`src/rtl/timer_consts.vh`:
```
// Register offsets, field positions, reset values and widths of the capture/compare timer
`ifndef TIMER_CONSTS_VH
`define TIMER_CONSTS_VH

// Register byte offsets on the APB
`define OFS_TIMER_CTL   8'h00
`define OFS_COUNTER     8'h04
`define OFS_MODULO      8'h08
`define OFS_CH0_CTL     8'h0c
`define OFS_CH0_VALUE   8'h10
`define OFS_CH1_CTL     8'h14
`define OFS_CH1_VALUE   8'h18

// Timer control register fields
`define BIT_OVF_FLAG    7
`define BIT_OVF_IE      6
`define BIT_HALT        5
`define BIT_CNT_RESET   4
`define PS_MSB          2
`define PS_LSB          0
`define PS_EXT_CLOCK    3'h7

// Channel control register fields
`define BIT_CH_FLAG     7
`define BIT_CH_IE       6
`define BIT_LINK        5
`define BIT_MS_LOW      4
`define BIT_ELS_HIGH    3
`define BIT_ELS_LOW     2
`define BIT_OVF_TOGGLE  1

// Edge/level encodings
`define ELS_OFF         2'h0
`define ELS_TOGGLE      2'h1
`define ELS_CLEAR       2'h2
`define ELS_SET         2'h3

// Reset values
`define RST_MODULO      16'hffff
`define RST_COUNTER     16'h0000
`define RST_PS          3'h0

// Widths
`define CNT_W           16
`define DIV_W           7

`endif

```
`src/rtl/capture_compare_timer.v`:
```
// Two-channel capture/compare timer with 16-bit up-counter and APB register access
//
// Chosen here: the address map and register access over APB.
`timescale 1ns/1ns
`include "timer_consts.vh"
module capture_compare_timer (
    // Clock and reset
    input  wire        clock,
    input  wire        rstn,
    // APB slave
    input  wire        psel,
    input  wire        penable,
    input  wire        pwrite,
    input  wire [7:0]  paddr,
    input  wire [31:0] pwdata,
    output reg  [31:0] prdata,
    output reg         pready,
    output reg         pslverr,
    // Timer pins
    input  wire        external_timer_clock_pin,
    input  wire        channel0_pin_in,
    output reg         channel0_pin_out,
    output reg         channel0_pin_oe,
    input  wire        channel1_pin_in,
    output reg         channel1_pin_out,
    output reg         channel1_pin_oe,
    // Interrupt requests
    output reg         irq_overflow,
    output reg         irq_channel0,
    output reg         irq_channel1
);
    // Counter and timer control state
    reg [`CNT_W-1:0] cnt_q;
    reg [`CNT_W-1:0] modulo_q;
    reg [`DIV_W-1:0] div_q;
    reg [2:0]        ps_q;
    reg              halt_q;
    reg              ovf_ie_q;
    reg              ovf_flag_q;
    reg              ovf_arm_q;
    reg              upd_q;
    reg              ovf_q;
    // Channel state
    reg [1:0]        flag_q;
    reg [1:0]        arm_q;
    reg [1:0]        ie_q;
    reg [1:0]        msa_q;
    reg [1:0]        elsb_q;
    reg [1:0]        elsa_q;
    reg [1:0]        tov_q;
    reg              link_q;
    reg              active_q;
    reg              last_wr_q;
    reg [`CNT_W-1:0] val0_q;
    reg [`CNT_W-1:0] val1_q;

    wire ext_rise;
    wire ch0_rise;
    wire ch0_fall;
    wire ch1_rise;
    wire ch1_fall;

    pin_sync_edge u_ext_sync (
        .clock (clock),
        .rstn  (rstn),
        .pin   (external_timer_clock_pin),
        .rise  (ext_rise),
        .fall  ()
    );
    pin_sync_edge u_ch0_sync (
        .clock (clock),
        .rstn  (rstn),
        .pin   (channel0_pin_in),
        .rise  (ch0_rise),
        .fall  (ch0_fall)
    );
    pin_sync_edge u_ch1_sync (
        .clock (clock),
        .rstn  (rstn),
        .pin   (channel1_pin_in),
        .rise  (ch1_rise),
        .fall  (ch1_fall)
    );

    // Low bits of the divider that must all be set for a tick at rate 2**ps
    function [`DIV_W-1:0] div_mask;
        input [2:0] ps;
        begin
            div_mask = (7'h01 << ps) - 7'h01;
        end
    endfunction

    // Capture trigger for one channel
    function edge_hit;
        input [1:0] els;
        input       rise;
        input       fall;
        begin
            edge_hit = (els[0] & rise) | (els[1] & fall);
        end
    endfunction

    // Pin level after a compare
    function oc_action;
        input [1:0] els;
        input       cur;
        begin
            case (els)
                `ELS_TOGGLE: oc_action = ~cur;
                `ELS_CLEAR:  oc_action = 1'b0;
                `ELS_SET:    oc_action = 1'b1;
                default:     oc_action = cur;
            endcase
        end
    endfunction

    // APB phases: zero wait states, answer registered in the setup cycle
    wire setup   = psel & ~penable;
    wire done    = psel & penable & pready;
    wire wr_done = done & pwrite & ~pslverr;
    wire rd_done = done & ~pwrite & ~pslverr;

    wire wr_tctl = wr_done & (paddr == `OFS_TIMER_CTL);
    wire wr_mod  = wr_done & (paddr == `OFS_MODULO);
    wire wr_c0   = wr_done & (paddr == `OFS_CH0_CTL);
    wire wr_v0   = wr_done & (paddr == `OFS_CH0_VALUE);
    wire wr_c1   = wr_done & (paddr == `OFS_CH1_CTL) & ~link_q;
    wire wr_v1   = wr_done & (paddr == `OFS_CH1_VALUE);
    wire rd_tctl = rd_done & (paddr == `OFS_TIMER_CTL);
    wire rd_c0   = rd_done & (paddr == `OFS_CH0_CTL);
    wire rd_c1   = rd_done & (paddr == `OFS_CH1_CTL);

    wire addr_ok = (paddr == `OFS_TIMER_CTL) | (paddr == `OFS_COUNTER) | (paddr == `OFS_MODULO) |
                   (paddr == `OFS_CH0_CTL) | (paddr == `OFS_CH0_VALUE) |
                   (paddr == `OFS_CH1_CTL) | (paddr == `OFS_CH1_VALUE);

    // Clock selection and counting
    wire cnt_clr = wr_tctl & pwdata[`BIT_CNT_RESET];
    wire [`DIV_W-1:0] mask = div_mask(ps_q);
    wire tick = (ps_q == `PS_EXT_CLOCK) ? ext_rise : ((div_q & mask) == mask);
    wire step = tick & ~halt_q & ~cnt_clr;
    wire wrap = (cnt_q == modulo_q);

    // Channel modes
    wire [1:0] els0 = {elsb_q[0], elsa_q[0]};
    wire [1:0] els1 = {elsb_q[1], elsa_q[1]};
    wire ic0 = ~link_q & ~msa_q[0] & (els0 != `ELS_OFF);
    wire oc0 = (link_q | msa_q[0]) & (els0 != `ELS_OFF);
    wire ic1 = ~link_q & ~msa_q[1] & (els1 != `ELS_OFF);
    wire oc1 = ~link_q & msa_q[1] & (els1 != `ELS_OFF);

    // Compare only on exact equality, right after each count update
    wire [`CNT_W-1:0] cmp0_val = (link_q & active_q) ? val1_q : val0_q;
    wire cmp0 = upd_q & oc0 & (cnt_q == cmp0_val);
    wire cmp1 = upd_q & oc1 & (cnt_q == val1_q);
    wire cap0 = ic0 & edge_hit(els0, ch0_rise, ch0_fall);
    wire cap1 = ic1 & edge_hit(els1, ch1_rise, ch1_fall);
    wire [1:0] ev = {cmp1 | cap1, cmp0 | cap0};

    // Flag clears need a read that saw the flag set, then a write of zero
    wire ovf_clr = wr_tctl & ~pwdata[`BIT_OVF_FLAG] & ovf_arm_q;
    wire [1:0] ch_clr = {wr_c1 & ~pwdata[`BIT_CH_FLAG] & arm_q[1],
                         wr_c0 & ~pwdata[`BIT_CH_FLAG] & arm_q[0]};
    wire [1:0] ch_rd = {rd_c1, rd_c0};

    // Counter, prescaler and timer control
    always @(posedge clock or negedge rstn) begin
        if (!rstn) begin
            cnt_q      <= `RST_COUNTER;
            div_q      <= {`DIV_W{1'b0}};
            modulo_q   <= `RST_MODULO;
            ps_q       <= `RST_PS;
            halt_q     <= 1'b0;
            ovf_ie_q   <= 1'b0;
            ovf_flag_q <= 1'b0;
            ovf_arm_q  <= 1'b0;
            upd_q      <= 1'b0;
            ovf_q      <= 1'b0;
        end else begin
            if (cnt_clr) begin
                cnt_q <= `RST_COUNTER;
                div_q <= {`DIV_W{1'b0}};
            end else if (!halt_q) begin
                div_q <= div_q + 7'h01;
                if (tick) begin
                    cnt_q <= wrap ? `RST_COUNTER : cnt_q + 16'h0001;
                end
            end
            upd_q <= step;
            ovf_q <= step & wrap;
            if (wr_mod) begin
                modulo_q <= pwdata[`CNT_W-1:0];
            end
            if (wr_tctl) begin
                ps_q     <= pwdata[`PS_MSB:`PS_LSB];
                halt_q   <= pwdata[`BIT_HALT];
                ovf_ie_q <= pwdata[`BIT_OVF_IE];
            end
            // Set wins over clear, so a rollover during the clear is kept
            ovf_flag_q <= (step & wrap) | (ovf_flag_q & ~ovf_clr);
            if (step & wrap) begin
                ovf_arm_q <= 1'b0;
            end else if (rd_tctl & prdata[`BIT_OVF_FLAG]) begin
                ovf_arm_q <= 1'b1;
            end else if (ovf_clr) begin
                ovf_arm_q <= 1'b0;
            end
        end
    end

    // Channel control and value registers
    always @(posedge clock or negedge rstn) begin : chan
        integer i;
        if (!rstn) begin
            flag_q    <= 2'h0;
            arm_q     <= 2'h0;
            ie_q      <= 2'h0;
            msa_q     <= 2'h0;
            elsb_q    <= 2'h0;
            elsa_q    <= 2'h0;
            tov_q     <= 2'h0;
            link_q    <= 1'b0;
            active_q  <= 1'b0;
            last_wr_q <= 1'b0;
            val0_q    <= 16'h0000;
            val1_q    <= 16'h0000;
        end else begin
            for (i = 0; i < 2; i = i + 1) begin
                flag_q[i] <= ev[i] | (flag_q[i] & ~ch_clr[i]);
                if (ev[i]) begin
                    arm_q[i] <= 1'b0;
                end else if (ch_rd[i] & prdata[`BIT_CH_FLAG]) begin
                    arm_q[i] <= 1'b1;
                end else if (ch_clr[i]) begin
                    arm_q[i] <= 1'b0;
                end
            end
            if (wr_c0) begin
                ie_q[0]   <= pwdata[`BIT_CH_IE];
                link_q    <= pwdata[`BIT_LINK];
                msa_q[0]  <= pwdata[`BIT_MS_LOW];
                elsb_q[0] <= pwdata[`BIT_ELS_HIGH];
                elsa_q[0] <= pwdata[`BIT_ELS_LOW];
                tov_q[0]  <= pwdata[`BIT_OVF_TOGGLE];
            end
            if (wr_c1) begin
                ie_q[1]   <= pwdata[`BIT_CH_IE];
                msa_q[1]  <= pwdata[`BIT_MS_LOW];
                elsb_q[1] <= pwdata[`BIT_ELS_HIGH];
                elsa_q[1] <= pwdata[`BIT_ELS_LOW];
                tov_q[1]  <= pwdata[`BIT_OVF_TOGGLE];
            end
            // Captures win over a software write in the same cycle
            if (cap0) begin
                val0_q <= cnt_q;
            end else if (wr_v0) begin
                val0_q <= pwdata[`CNT_W-1:0];
            end
            if (cap1) begin
                val1_q <= cnt_q;
            end else if (wr_v1) begin
                val1_q <= pwdata[`CNT_W-1:0];
            end
            // Buffered pair: channel 0 set starts in control
            if (!link_q) begin
                active_q  <= 1'b0;
                last_wr_q <= 1'b0;
            end else begin
                if (wr_v1) begin
                    last_wr_q <= 1'b1;
                end else if (wr_v0) begin
                    last_wr_q <= 1'b0;
                end
                if (ovf_q) begin
                    active_q <= last_wr_q;
                end
            end
        end
    end

    // Pins and interrupt requests
    always @(posedge clock or negedge rstn) begin
        if (!rstn) begin
            channel0_pin_out <= 1'b1;
            channel0_pin_oe  <= 1'b0;
            channel1_pin_out <= 1'b1;
            channel1_pin_oe  <= 1'b0;
            irq_overflow     <= 1'b0;
            irq_channel0     <= 1'b0;
            irq_channel1     <= 1'b0;
        end else begin
            // Preset level while the pin is under port control
            if (els0 == `ELS_OFF) begin
                channel0_pin_out <= ~msa_q[0];
            end else if (oc0 & ovf_q & tov_q[0]) begin
                channel0_pin_out <= ~channel0_pin_out;
            end else if (cmp0) begin
                channel0_pin_out <= oc_action(els0, channel0_pin_out);
            end
            if (els1 == `ELS_OFF) begin
                channel1_pin_out <= ~msa_q[1];
            end else if (oc1 & ovf_q & tov_q[1]) begin
                channel1_pin_out <= ~channel1_pin_out;
            end else if (cmp1) begin
                channel1_pin_out <= oc_action(els1, channel1_pin_out);
            end
            channel0_pin_oe <= oc0;
            channel1_pin_oe <= oc1;
            irq_overflow    <= ovf_flag_q & ovf_ie_q;
            irq_channel0    <= flag_q[0] & ie_q[0];
            irq_channel1    <= flag_q[1] & ie_q[1] & ~link_q;
        end
    end

    // APB slave
    always @(posedge clock or negedge rstn) begin
        if (!rstn) begin
            prdata  <= 32'h00000000;
            pready  <= 1'b0;
            pslverr <= 1'b0;
        end else begin
            pready <= setup;
            if (setup) begin
                pslverr <= ~addr_ok;
                prdata  <= 32'h00000000;
                if (!pwrite) begin
                    case (paddr)
                        `OFS_TIMER_CTL: prdata <= {24'h000000, ovf_flag_q, ovf_ie_q, halt_q, 2'h0, ps_q};
                        `OFS_COUNTER:   prdata <= {16'h0000, cnt_q};
                        `OFS_MODULO:    prdata <= {16'h0000, modulo_q};
                        `OFS_CH0_CTL:   prdata <= {24'h000000, flag_q[0], ie_q[0], link_q, msa_q[0],
                                                   elsb_q[0], elsa_q[0], tov_q[0], 1'b0};
                        `OFS_CH0_VALUE: prdata <= {16'h0000, val0_q};
                        `OFS_CH1_CTL:   prdata <= {24'h000000, flag_q[1], ie_q[1], 1'b0, msa_q[1],
                                                   elsb_q[1], elsa_q[1], tov_q[1], 1'b0};
                        `OFS_CH1_VALUE: prdata <= {16'h0000, val1_q};
                        default:        prdata <= 32'h00000000;
                    endcase
                end
            end else if (done) begin
                pslverr <= 1'b0;
            end
        end
    end
endmodule // capture_compare_timer

```
`src/rtl/pin_sync_edge.v`:
```
// Two-stage synchroniser with edge detection for one timer pin
`timescale 1ns/1ns
module pin_sync_edge (
    // Clock and reset
    input  wire clock,
    input  wire rstn,
    // Pin and detected edges
    input  wire pin,
    output wire rise,
    output wire fall
);
    reg meta_q;
    reg sync_q;
    reg prev_q;

    always @(posedge clock or negedge rstn) begin
        if (!rstn) begin
            meta_q <= 1'b0;
            sync_q <= 1'b0;
            prev_q <= 1'b0;
        end else begin
            meta_q <= pin;
            sync_q <= meta_q;
            prev_q <= sync_q;
        end
    end

    // Edges only from the second stage on, so each edge is seen once
    assign rise = sync_q & ~prev_q;
    assign fall = ~sync_q & prev_q;
endmodule // pin_sync_edge

```
`config.mk`:
```
export PLATFORM = sky130hd
export DESIGN_NAME = capture_compare_timer
export DESIGN_NICKNAME = d
export VERILOG_FILES = /design/src/rtl/capture_compare_timer.v /design/src/rtl/pin_sync_edge.v
export VERILOG_INCLUDE_DIRS = /design/src /design/src/rtl
export SDC_FILE = /design/constraint.sdc
export NUM_CORES = 1
export LEC_CHECK = 0
export ABC_CLOCK_PERIOD_IN_PS = 7200
export BUFFER_PORTS_ARGS = -buffer_cell sky130_fd_sc_hd__buf_2
export CORE_AREA = 2 2 205 126
export DETAILED_ROUTE_END_ITERATION = 10
export DIE_AREA = 0 0 207 128
export PLACE_DENSITY = 0.56
export SETUP_SLACK_MARGIN = 0.4
export SYNTH_ARGS = -nofsm -noshare
export SYNTH_HDL_FRONTEND = slang
export SYNTH_SLANG_ARGS = --single-unit
```
`constraint.sdc`:
```
create_clock -name clock -period 7.2 [get_ports clock]
set_input_delay 0.72 -clock clock [delete_from_list [all_inputs] [get_ports clock]]
set_output_delay 0.72 -clock clock [all_outputs]
set_load 0.005 [all_outputs]
```
Word level (Yosys, flattened, before mapping)
Index checks and enable logic that the tools add are counted.
{"block": "word_totals", "elab_cells": 227, "in_bits": 48, "reg_bits": 147, "out_inout_bits": 41}
{"block": "op_classes", "add_sub_neg": 3, "n_reduce_logical": 19, "muxes": 38, "n_eq_ne": 20, "shifts": 1, "n_bitwise": 99}
{"operator": "$mux W16", "count": 10}
{"operator": "$pmux W16 S7", "count": 1}
{"operator": "$and A1 B1 Y1", "count": 64}
{"operator": "$eq A16 B16 Y1", "count": 3}
{"operator": "$eq A8 B5 Y1 const B", "count": 3}
{"operator": "$mux W1", "count": 23}
{"operator": "$not A1 Y1", "count": 20}
{"operator": "$add A16 B1 Y16 const B", "count": 1}
{"operator": "$eq A8 B4 Y1 const B", "count": 2}
{"operator": "$reduce_bool A3 Y1", "count": 5}
{"operator": "$mux W7", "count": 2}
{"operator": "$or A1 B1 Y1", "count": 14}
{"operator": "$reduce_bool A2 Y1", "count": 6}
{"operator": "$reduce_bool A5 Y1", "count": 2}
{"operator": "$eq A2 B2 Y1 const B", "count": 4}
{"operator": "$eq A8 B3 Y1 const B", "count": 1}
{"operator": "$logic_not A8 Y1", "count": 1}
{"operator": "$add A7 B1 Y7 const B", "count": 1}
{"operator": "$and A7 B7 Y7", "count": 1}
{"operator": "$eq A7 B7 Y1", "count": 1}
{"operator": "$shl A1 B3 Y7 const A", "count": 1}
{"operator": "$sub A7 B1 Y7 const B", "count": 1}
{"operator": "$pmux W1 S3", "count": 2}
{"operator": "$reduce_and A2 Y1", "count": 3}
{"operator": "other kinds (6)", "count": 8}

Logic depth before layout (Yosys ltp)
Gate-level depths: netlist (run 1).
{"block": "logic_depth", "depth_word": 11, "mapped_depth": 12}

By module
Synthesis (run 1) repeated with hierarchy kept, for this count alone.
{"block": "hier_totals", "hier_cells": 769, "hier_area_um2": 7473.4}
{"mod": "capture_compare_timer", "area_each_um2": 7203.2, "seq_area_each_um2": 3075.4, "instances": 1, "cells_each": 754}
{"mod": "pin_sync_edge", "area_each_um2": 90.1, "seq_area_each_um2": 75.1, "instances": 3, "cells_each": 5}

Worst setup path before layout (run 1)
No wires, ideal clock.
{"block": "synth_path", "path_type": "register to register", "start": "register ps_q[2]", "end": "register cnt_q[10]", "t_required_ps": 7078, "path_buffers": 3, "setup_time_ps": 122, "arrival_time_ps": 2382, "period_less_slack_ps": 2504, "path_slack_ps": 4696, "stages_incl_launch_ff": 12, "path_cell_list": "dfrtp_1 > clkbuf_1 > or3_1 > ha_1 > nor2_1 > a221oi_1 > o221ai_1 > o21ai_0 > buf_2 > buf_2 > nand2_1 > a32o_1"}
{"block": "synth_via", "elab_chain_cells": 7, "elab_cells_between_ends": 8, "cone_classes": "add/sub: 1; eq/ne: 2; shift: 1; mux: 1; bitwise: 1; reduce/logical: 2"}
{"element": "start, declared", "line_no": "capture_compare_timer.v:36", "source": "reg [2:0] ps_q;"}
{"element": "start signal, assigned", "line_no": "capture_compare_timer.v:172", "source": "ps_q <= `RST_PS;"}
{"element": "start signal, assigned", "line_no": "capture_compare_timer.v:195", "source": "ps_q <= pwdata[`PS_MSB:`PS_LSB];"}
{"element": "$shl A1 B3 Y7", "line_no": "capture_compare_timer.v:89", "source": "div_mask = (7'h01 << ps) - 7'h01;"}
{"element": "$sub A7 B1 Y7", "line_no": "capture_compare_timer.v:89"}
{"element": "$and A7 B7 Y7", "line_no": "capture_compare_timer.v:140", "source": "wire tick = (ps_q == `PS_EXT_CLOCK) ? ext_rise : ((div_q & mask) == mask);"}
{"element": "$eq A7 B7 Y1", "line_no": "capture_compare_timer.v:140"}
{"element": "$mux W1 (*)", "line_no": "capture_compare_timer.v:140"}
{"element": "$reduce_bool A2 Y1 (no line) (*)"}
{"element": "$reduce_and A2 Y1 (no line) (*)"}
{"element": "end signal, assigned", "line_no": "capture_compare_timer.v:169", "source": "cnt_q <= `RST_COUNTER;"}
{"element": "end signal, assigned", "line_no": "capture_compare_timer.v:181", "source": "cnt_q <= `RST_COUNTER;"}
{"element": "end signal, assigned", "line_no": "capture_compare_timer.v:186", "source": "cnt_q <= wrap ? `RST_COUNTER : cnt_q + 16'h0001;"}
{"element": "end, declared", "line_no": "capture_compare_timer.v:33", "source": "reg [`CNT_W-1:0] cnt_q;"}
Every way passes the cells marked *; elsewhere a longest branch is shown, timed or not.
A chain may end at the register's enable or synchronous reset.

Final worst setup path (run 1)
{"block": "layout_path", "start": "register cnt_q[7]", "end": "register cnt_q[0]"}
{"block": "layout_via", "elab_chain_cells": 5}
{"element": "$eq A16 B16 Y1", "line_no": "capture_compare_timer.v:142", "source": "wire wrap = (cnt_q == modulo_q);"}
{"element": "$mux W16", "line_no": "capture_compare_timer.v:186"}
{"element": "$mux W16", "line_no": "capture_compare_timer.v:185", "source": "if (tick) begin"}
{"element": "$mux W16", "line_no": "capture_compare_timer.v:183", "source": "end else if (!halt_q) begin"}
{"element": "$mux W16", "line_no": "capture_compare_timer.v:180", "source": "if (cnt_clr) begin"}
Every way passes these cells. The select of a mux whose other input is x is not followed.

==> results.ini, run 1 <==
[yosys]
synth_edf_count = 0
avgSynthCellArea_um2 = 10.0
synth_cell_types = 68
synth_adder_area_share = 0.00997
synth_area_um2 = 7280
async_flop_share = 1.00
yosysSeqAreaShare = 0.453
synthCells = 725
synth_xor_area_frac = 0.0614
synth_compound_area_frac = 0.155
synthSimpleGateAreaFrac = 0.160
yosys_register_bits = 131
yosys_warnings = 0
synth_top_family_by_area = simple AND/OR/NAND/NOR gates
ys.flop_type = dfrtp_1
muxShareOfSynthArea = 0.100

[timing]
rsz0062_at_grt = no
whs_ps = 239
finalCritPeriodShare = 0.466
max_freq_mhz = 298
relSlewSlack = 0.224
tightest_slew_ps = 1160
hold_viol = 0
post-route-min-period_ps = 3350
slew_violations = 0
setup_viol = 0
finClkSkew_ps = 9.24
fin_setup_tns_ps = 0

[route]
vias_per_cell = 5.36
vias = 5903
drtAntennaViolNets = 0
first_pass_iters = 8
wirelength_mm = 22.5
drc = 0
avgRoutedWirePerCell_um = 20.4
drtIter0Drc = 748

[clocking]
post_cts_buffers = 0
cts_resized = 0
cts.clk_slew.worst_paths_ps = 60
postCtsHoldBufs = 0
worstSkewPairLatency_ps = 420
cts-htree-levels = 4
clock_sinks = 131
cts_tree = done
cts_max_path_buffers = 2
cts-root-buf = clkbuf_16
cts_buffers = 17

[finish]
drive_gt1_frac = 0.220
multi_input_area_um2 = 3620
syn_to_final_growth_pct = 15.2
finish.utilization = 0.339
final_common_cell = dfrtp_1
antenna_cells = 0
num-nets-final = 813
seqCellArea_um2 = 3300
n_fill_cell = 2545
instances_no_fill = 1102
mostFrequentLayoutCells = dfrtp_1 (113), nand2_1 (75), buf_2 (55)
final_area_um2 = 8390

[setup_path]
critPathMaxFanout = 18
worstPathArrival_ps = 3660
cp-end-kind = flip-flop
required_ps = 7510
path_class = flip-flop to flip-flop
start_kind = flip-flop

[global_route]
grt_usage = 0.174
grt-ovfl-total = 0
antenna_found_initial = 0
grt_pass1_vias = 5630
grt_pass1_wl_mm = 35.1
grt_max_degree = 78

[job]
cap_violations = 0

[pwr]
power_density_nw_per_um2 = 245
p_leak_nw = 3.75
irDropWorstVdd_mv = 0.114

[placement]
place_inst = 1070
portBuffers = 56
hpwlAfterDp_mm = 15.6
gp_congestion = 0.912
placed_area_um2 = 7780

[floorplan]
rows = 45
die_area_um2 = 26500
boundaryPins = 89
start_util = 0.294
coreArea_um2 = 24800
die_h_um = 128
die_w_um = 207

[worst_hold_path]
holdCritPathClass = input port to asynchronous set/reset pin

[status]
status = finished clean

==> cell usage after synthesis (all sizes together), types with 5 or more instances <==
master / number / share of area
mux2i: 38 / 0.052
dfstp: 18 / 0.065
nand4: 8 / 0.0069
dfrtp: 113 / 0.39
nand2: 77 / 0.040
or4: 5 / 0.0057
a222oi: 15 / 0.021
ha: 5 / 0.0086
nand3: 19 / 0.013
nor4: 13 / 0.014
buf: 39 / 0.036
a22oi: 12 / 0.012
a32o: 13 / 0.018
xor2: 35 / 0.042
mux2: 31 / 0.048
nor2: 41 / 0.022
xnor2: 16 / 0.019
and3: 7 / 0.0060
clkbuf: 28 / 0.014
nor3: 14 / 0.010
nand2b: 5 / 0.0043
o21ai: 32 / 0.022
or2: 5 / 0.0043
a22o: 19 / 0.023
a21oi: 37 / 0.025
inv: 18 / 0.0093
==> cell type report <==
class	instances	area share
repair buffers	68	0.0449
flip-flops and latches	131	0.394
clock buffers	20	0.0545
well taps	329	0.0491
multi-input cells	524	0.432
clock inverters	12	0.0184
inverters	18	0.00806
==> stage by stage <==
step / setup WS, ps / power, mW
3_5_place_dp: 3650 / 1.15
2_1_floorplan: 4700 / 1.05
4_1_cts: 3950 / 2.07
5_1_grt: 3650 / 2.15
3_3_place_gp: 3670 / 1.15
6_report: 3850 / 2.06
==> sequential cells by signal, indices dropped and copies added (netlist names), 3 cells and up <==
name      cells
prdata       16
cnt_q        16
val0_q       16
modulo_q     16
div_q         7
val1_q       16
ps_q          3
==> layer usage <==
metal / track usage / up-vias / part of all wire
met4: 0.0403 / 0 / 0.0078
met3: 0.0556 / 13 / 0.098
li1: - / 2681 / -
met2: 0.218 / 254 / 0.38
met5: 0 / - / 0
met1: 0.278 / 2955 / 0.51
==> critical path, stage by stage (launching register included) <==
cell,delay [ps]
dfrtp_1,750
xor2_1,140
nor4_1,500
nand4_1,800
and3_1,710
a31o_2,330
==> worst paths after layout <==
| check | from | endpoint | slack [ps] | cells after the start |
|---|---|---|---|---|
| worst max register to register | cnt_q[7]$_DFFE_PN0P_ | cnt_q[0]$_DFFE_PN0P_ | 3850 | 5 |
| min in group clock | u_ch1_sync.meta_q$_DFF_PN0_ | u_ch1_sync.sync_q$_DFF_PN0_ | 350 | 0 |
| worst min-delay path | rstn | irq_overflow$_DFF_PN0_ | 240 | 1 |
| worst max-delay path | cnt_q[7]$_DFFE_PN0P_ | cnt_q[0]$_DFFE_PN0P_ | 3850 | 5 |
| max in group asynchronous | rstn | div_q[1]$_DFFE_PN0P_ | 5500 | 2 |
| worst min register to register | u_ch1_sync.meta_q$_DFF_PN0_ | u_ch1_sync.sync_q$_DFF_PN0_ | 350 | 0 |
==> cells by family after synthesis <==
| group | after synthesis |
|---|---|
| AND/OR/NAND/NOR | 224 |
| AO/OA/AOI/OAI | 158 |
| flip-flops | 131 |
| buffers and inverters | 85 |
| multiplexers | 69 |
| XOR/XNOR | 51 |
| adder cells (fa/ha/maj) | 6 |
| other | 1 |
==> power by group <==
part	switching (mW)	leakage [nW]	total (mW)	internal, mW
Sequential	0.0999	1.63	0.882	0.782
Combinational	0.152	1.83	0.266	0.114
Clock	0.345	0.293	0.909	0.564
Total	0.597	3.75	2.06	1.46
No activity file was read; power rests on OpenSTA's default activity.
==> inputs of run 2 (changes only) <==
Settings changed: ABC_AREA set to 1, ABC_CLOCK_PERIOD_IN_PS 7200 to 3000, CORE_AREA 2 2 205 126 to 2 2 211 130, DIE_AREA 0 0 207 128 to 0 0 213 132, PLACE_DENSITY 0.56 to 0.58.
Clock period 7.2 ns to 3 ns, I/O delays scaled along.
==> results.ini, run 2 <==
[setup_path]
required_ps = 3350
crit_start = elsb_q[0]$_DFFE_PN0P_
cp_common_cell = nand2_1
start_kind = flip-flop
crit_path_cell_trace = inv_1, ha_1, nor4_2, nand2_1, nand2_1, buf_4, o211ai_1, o21ai_0
reg2reg_depth = 8
r2r_start = elsb_q[0]$_DFFE_PN0P_
cp-end-kind = flip-flop
slowest_delay_ps = 390
path_class = flip-flop to flip-flop
cp_slowest_cell = dfrtp_1
worstPathArrival_ps = 2520
timing.rr.end = val0_q[1]$_DFFE_PN0P_
reg2reg_setup_slack_ps = 830
critPathMaxFanout = 32
crit_end = val0_q[1]$_DFFE_PN0P_

[finish]
final_common_cell = nand2_1
drive_gt1_frac = 0.136
finish.utilization = 0.344
n_fill_cell = 2807
seqCellArea_um2 = 3300
syn_to_final_growth_pct = 16.3
num-nets-final = 1154
antenna_cells = 0
multi_input_area_um2 = 3620
mostFrequentLayoutCells = nand2_1 (314), inv_1 (115), dfrtp_1 (113)

[pwr]
power_density_nw_per_um2 = 481
total_power_mw = 4.32
p_leak_nw = 4.44
irDropWorstVdd_mv = 0.324

[yosys]
avgSynthCellArea_um2 = 7.35
async_flop_share = 1.00
yosysTopAreaCell = dfrtp_1
synth_cell_types = 40
synth_top_area_share = 0.367
synth_area_um2 = 7710
yosysSeqAreaShare = 0.428
synth_edf_count = 0
synthCells = 1049
synthTopCellsByArea = dfrtp_1 (37%), nand2_1 (15%), o21ai_0 (7.2%)
yosysMostFrequentCell = nand2_1
yosys_register_bits = 131
yosys_warnings = 0
ys.flop_type = dfrtp_1
synth_commonest_cells = nand2_1 (314), inv_1 (115), dfrtp_1 (113)

[timing]
slew_violations = 0
finClkSkew_ps = 13.3
relSlewSlack = 0.517
whs_ps = 61.5
fin_setup_tns_ps = 0
finalCritPeriodShare = 0.722
hold_viol = 0
tightest_slew_ps = 723
post-route-min-period_ps = 2170
setup_viol = 0
max_freq_mhz = 462
rsz0062_at_grt = no

[job]
cap_violations = 0

[global_route]
grt_max_degree = 70
antenna_found_initial = 0
grt-ovfl-total = 0
grt_usage = 0.185
grt_pass1_wl_mm = 39.0
grt_pass1_vias = 6621

[floorplan]
coreArea_um2 = 26100
die_h_um = 132
die_w_um = 213
start_util = 0.296
rows = 46
die_area_um2 = 28100
boundaryPins = 89

[route]
first_pass_iters = 5
drtAntennaViolNets = 0
avgRoutedWirePerCell_um = 17.2
drc = 0
wirelength_mm = 25.4
drtIter0Drc = 854
vias = 7193
vias_per_cell = 4.88

[worst_hold_path]
hp-start = penable
holdCritPathClass = input port to flip-flop

[clocking]
cts_resized = 0
cts-root-buf = clkbuf_16
clock_sinks = 131
cts.clk_slew.worst_paths_ps = 60
worstSkewPairLatency_ps = 440
cts_max_path_buffers = 2
cts_buffers = 17
cts_tree = done
cts-htree-levels = 4

[placement]
portBuffers = 56
gp_congestion = 0.891
hpwlAfterDp_mm = 18.8

[status]
status = finished clean

==> run 2: cell count changes in the layout (fill, tap and decap cells not counted), moves of 19 or more <==
cell	previous run	this run
mux2i_1	38	0
a22o_1	19	0
o21ai_0	31	111
a21oi_1	37	16
nand2_1	75	314
inv_1	18	115
nor2_1	39	58
o211ai_1	0	31
o22ai_1	3	26
mux2_2	30	0
nand3_1	19	75
==> run 2: per-stage QoR <==
step	worst slack (ps)	std cells	cell area, µm²
final	835	1474	8980
after global routing	608	1474	8980
after CTS	812	1474	8980
after detailed placement	826	1438	8300
after global placement	852	1438	8300
after floorplan	1200	1064	7770
==> run 2: report_power, final <==
| part | switching (mW) | internal, mW | leakage [nW] |
|---|---|---|---|
| logic | 0.150 | 0.0666 | 2.56 |
| clock network | 0.880 | 1.40 | 0.305 |
| registers | 0.0293 | 1.79 | 1.57 |
| total | 1.06 | 3.26 | 4.44 |
==> run 2: what timing repair did <==
action                                 in CTS  in global routing
setup buffers                               0                  0
hold buffers                                4                  0
endpoints found under the hold margin      59                  0
==> run 2: critical path: cells and delay by family (launching register included) <==
kind | cells | cell delay, ps
AO/OA/AOI/OAI | 2 | 270
adder cells (fa/ha/maj) | 1 | 260
AND/OR/NAND/NOR | 3 | 700
flip-flops | 1 | 390
buffers and inverters | 2 | 460
==> run 2: routing by layer <==
metal	track usage	routed length (µm)	part of all wire	vias up
li1	-	-	-	3464
met1	0.286	12600	0.49	3375
met2	0.230	9410	0.37	328
met3	0.0734	3080	0.12	26
met4	0.0478	342	0.013	0
met5	0	0	0	-
==> run 2: cell type report <==
type / count / share of cell area
well taps: 360 / 0.0502
clock inverters: 14 / 0.0226
clock buffers: 18 / 0.0478
flip-flops and latches: 131 / 0.368
repair buffers: 83 / 0.0570
inverters: 123 / 0.0514
multi-input cells: 745 / 0.403
==> run 2: worst min-delay path by stage <==
stage                                   to  depth (start not counted)
6_report                  pready$_DFF_PN0_                          2
3_5_place_dp   u_ch0_sync.sync_q$_DFF_PN0_                          0
4_1_cts                   pready$_DFF_PN0_                          2
5_1_grt                   pready$_DFF_PN0_                          2
3_3_place_gp   u_ch0_sync.sync_q$_DFF_PN0_                          0
2_1_floorplan         active_q$_DFFE_PN0P_                          0
==> run 2: logic make-up after synthesis <==
group           count (synthesis)  synth area share
compound gates                191             0.141
fa+ha+maj                       5           0.00811
flops                         131             0.428
simple gates                  501             0.276
other cells                     1          0.000486
xor+xnor                       32            0.0363
buf+inv                       188             0.110
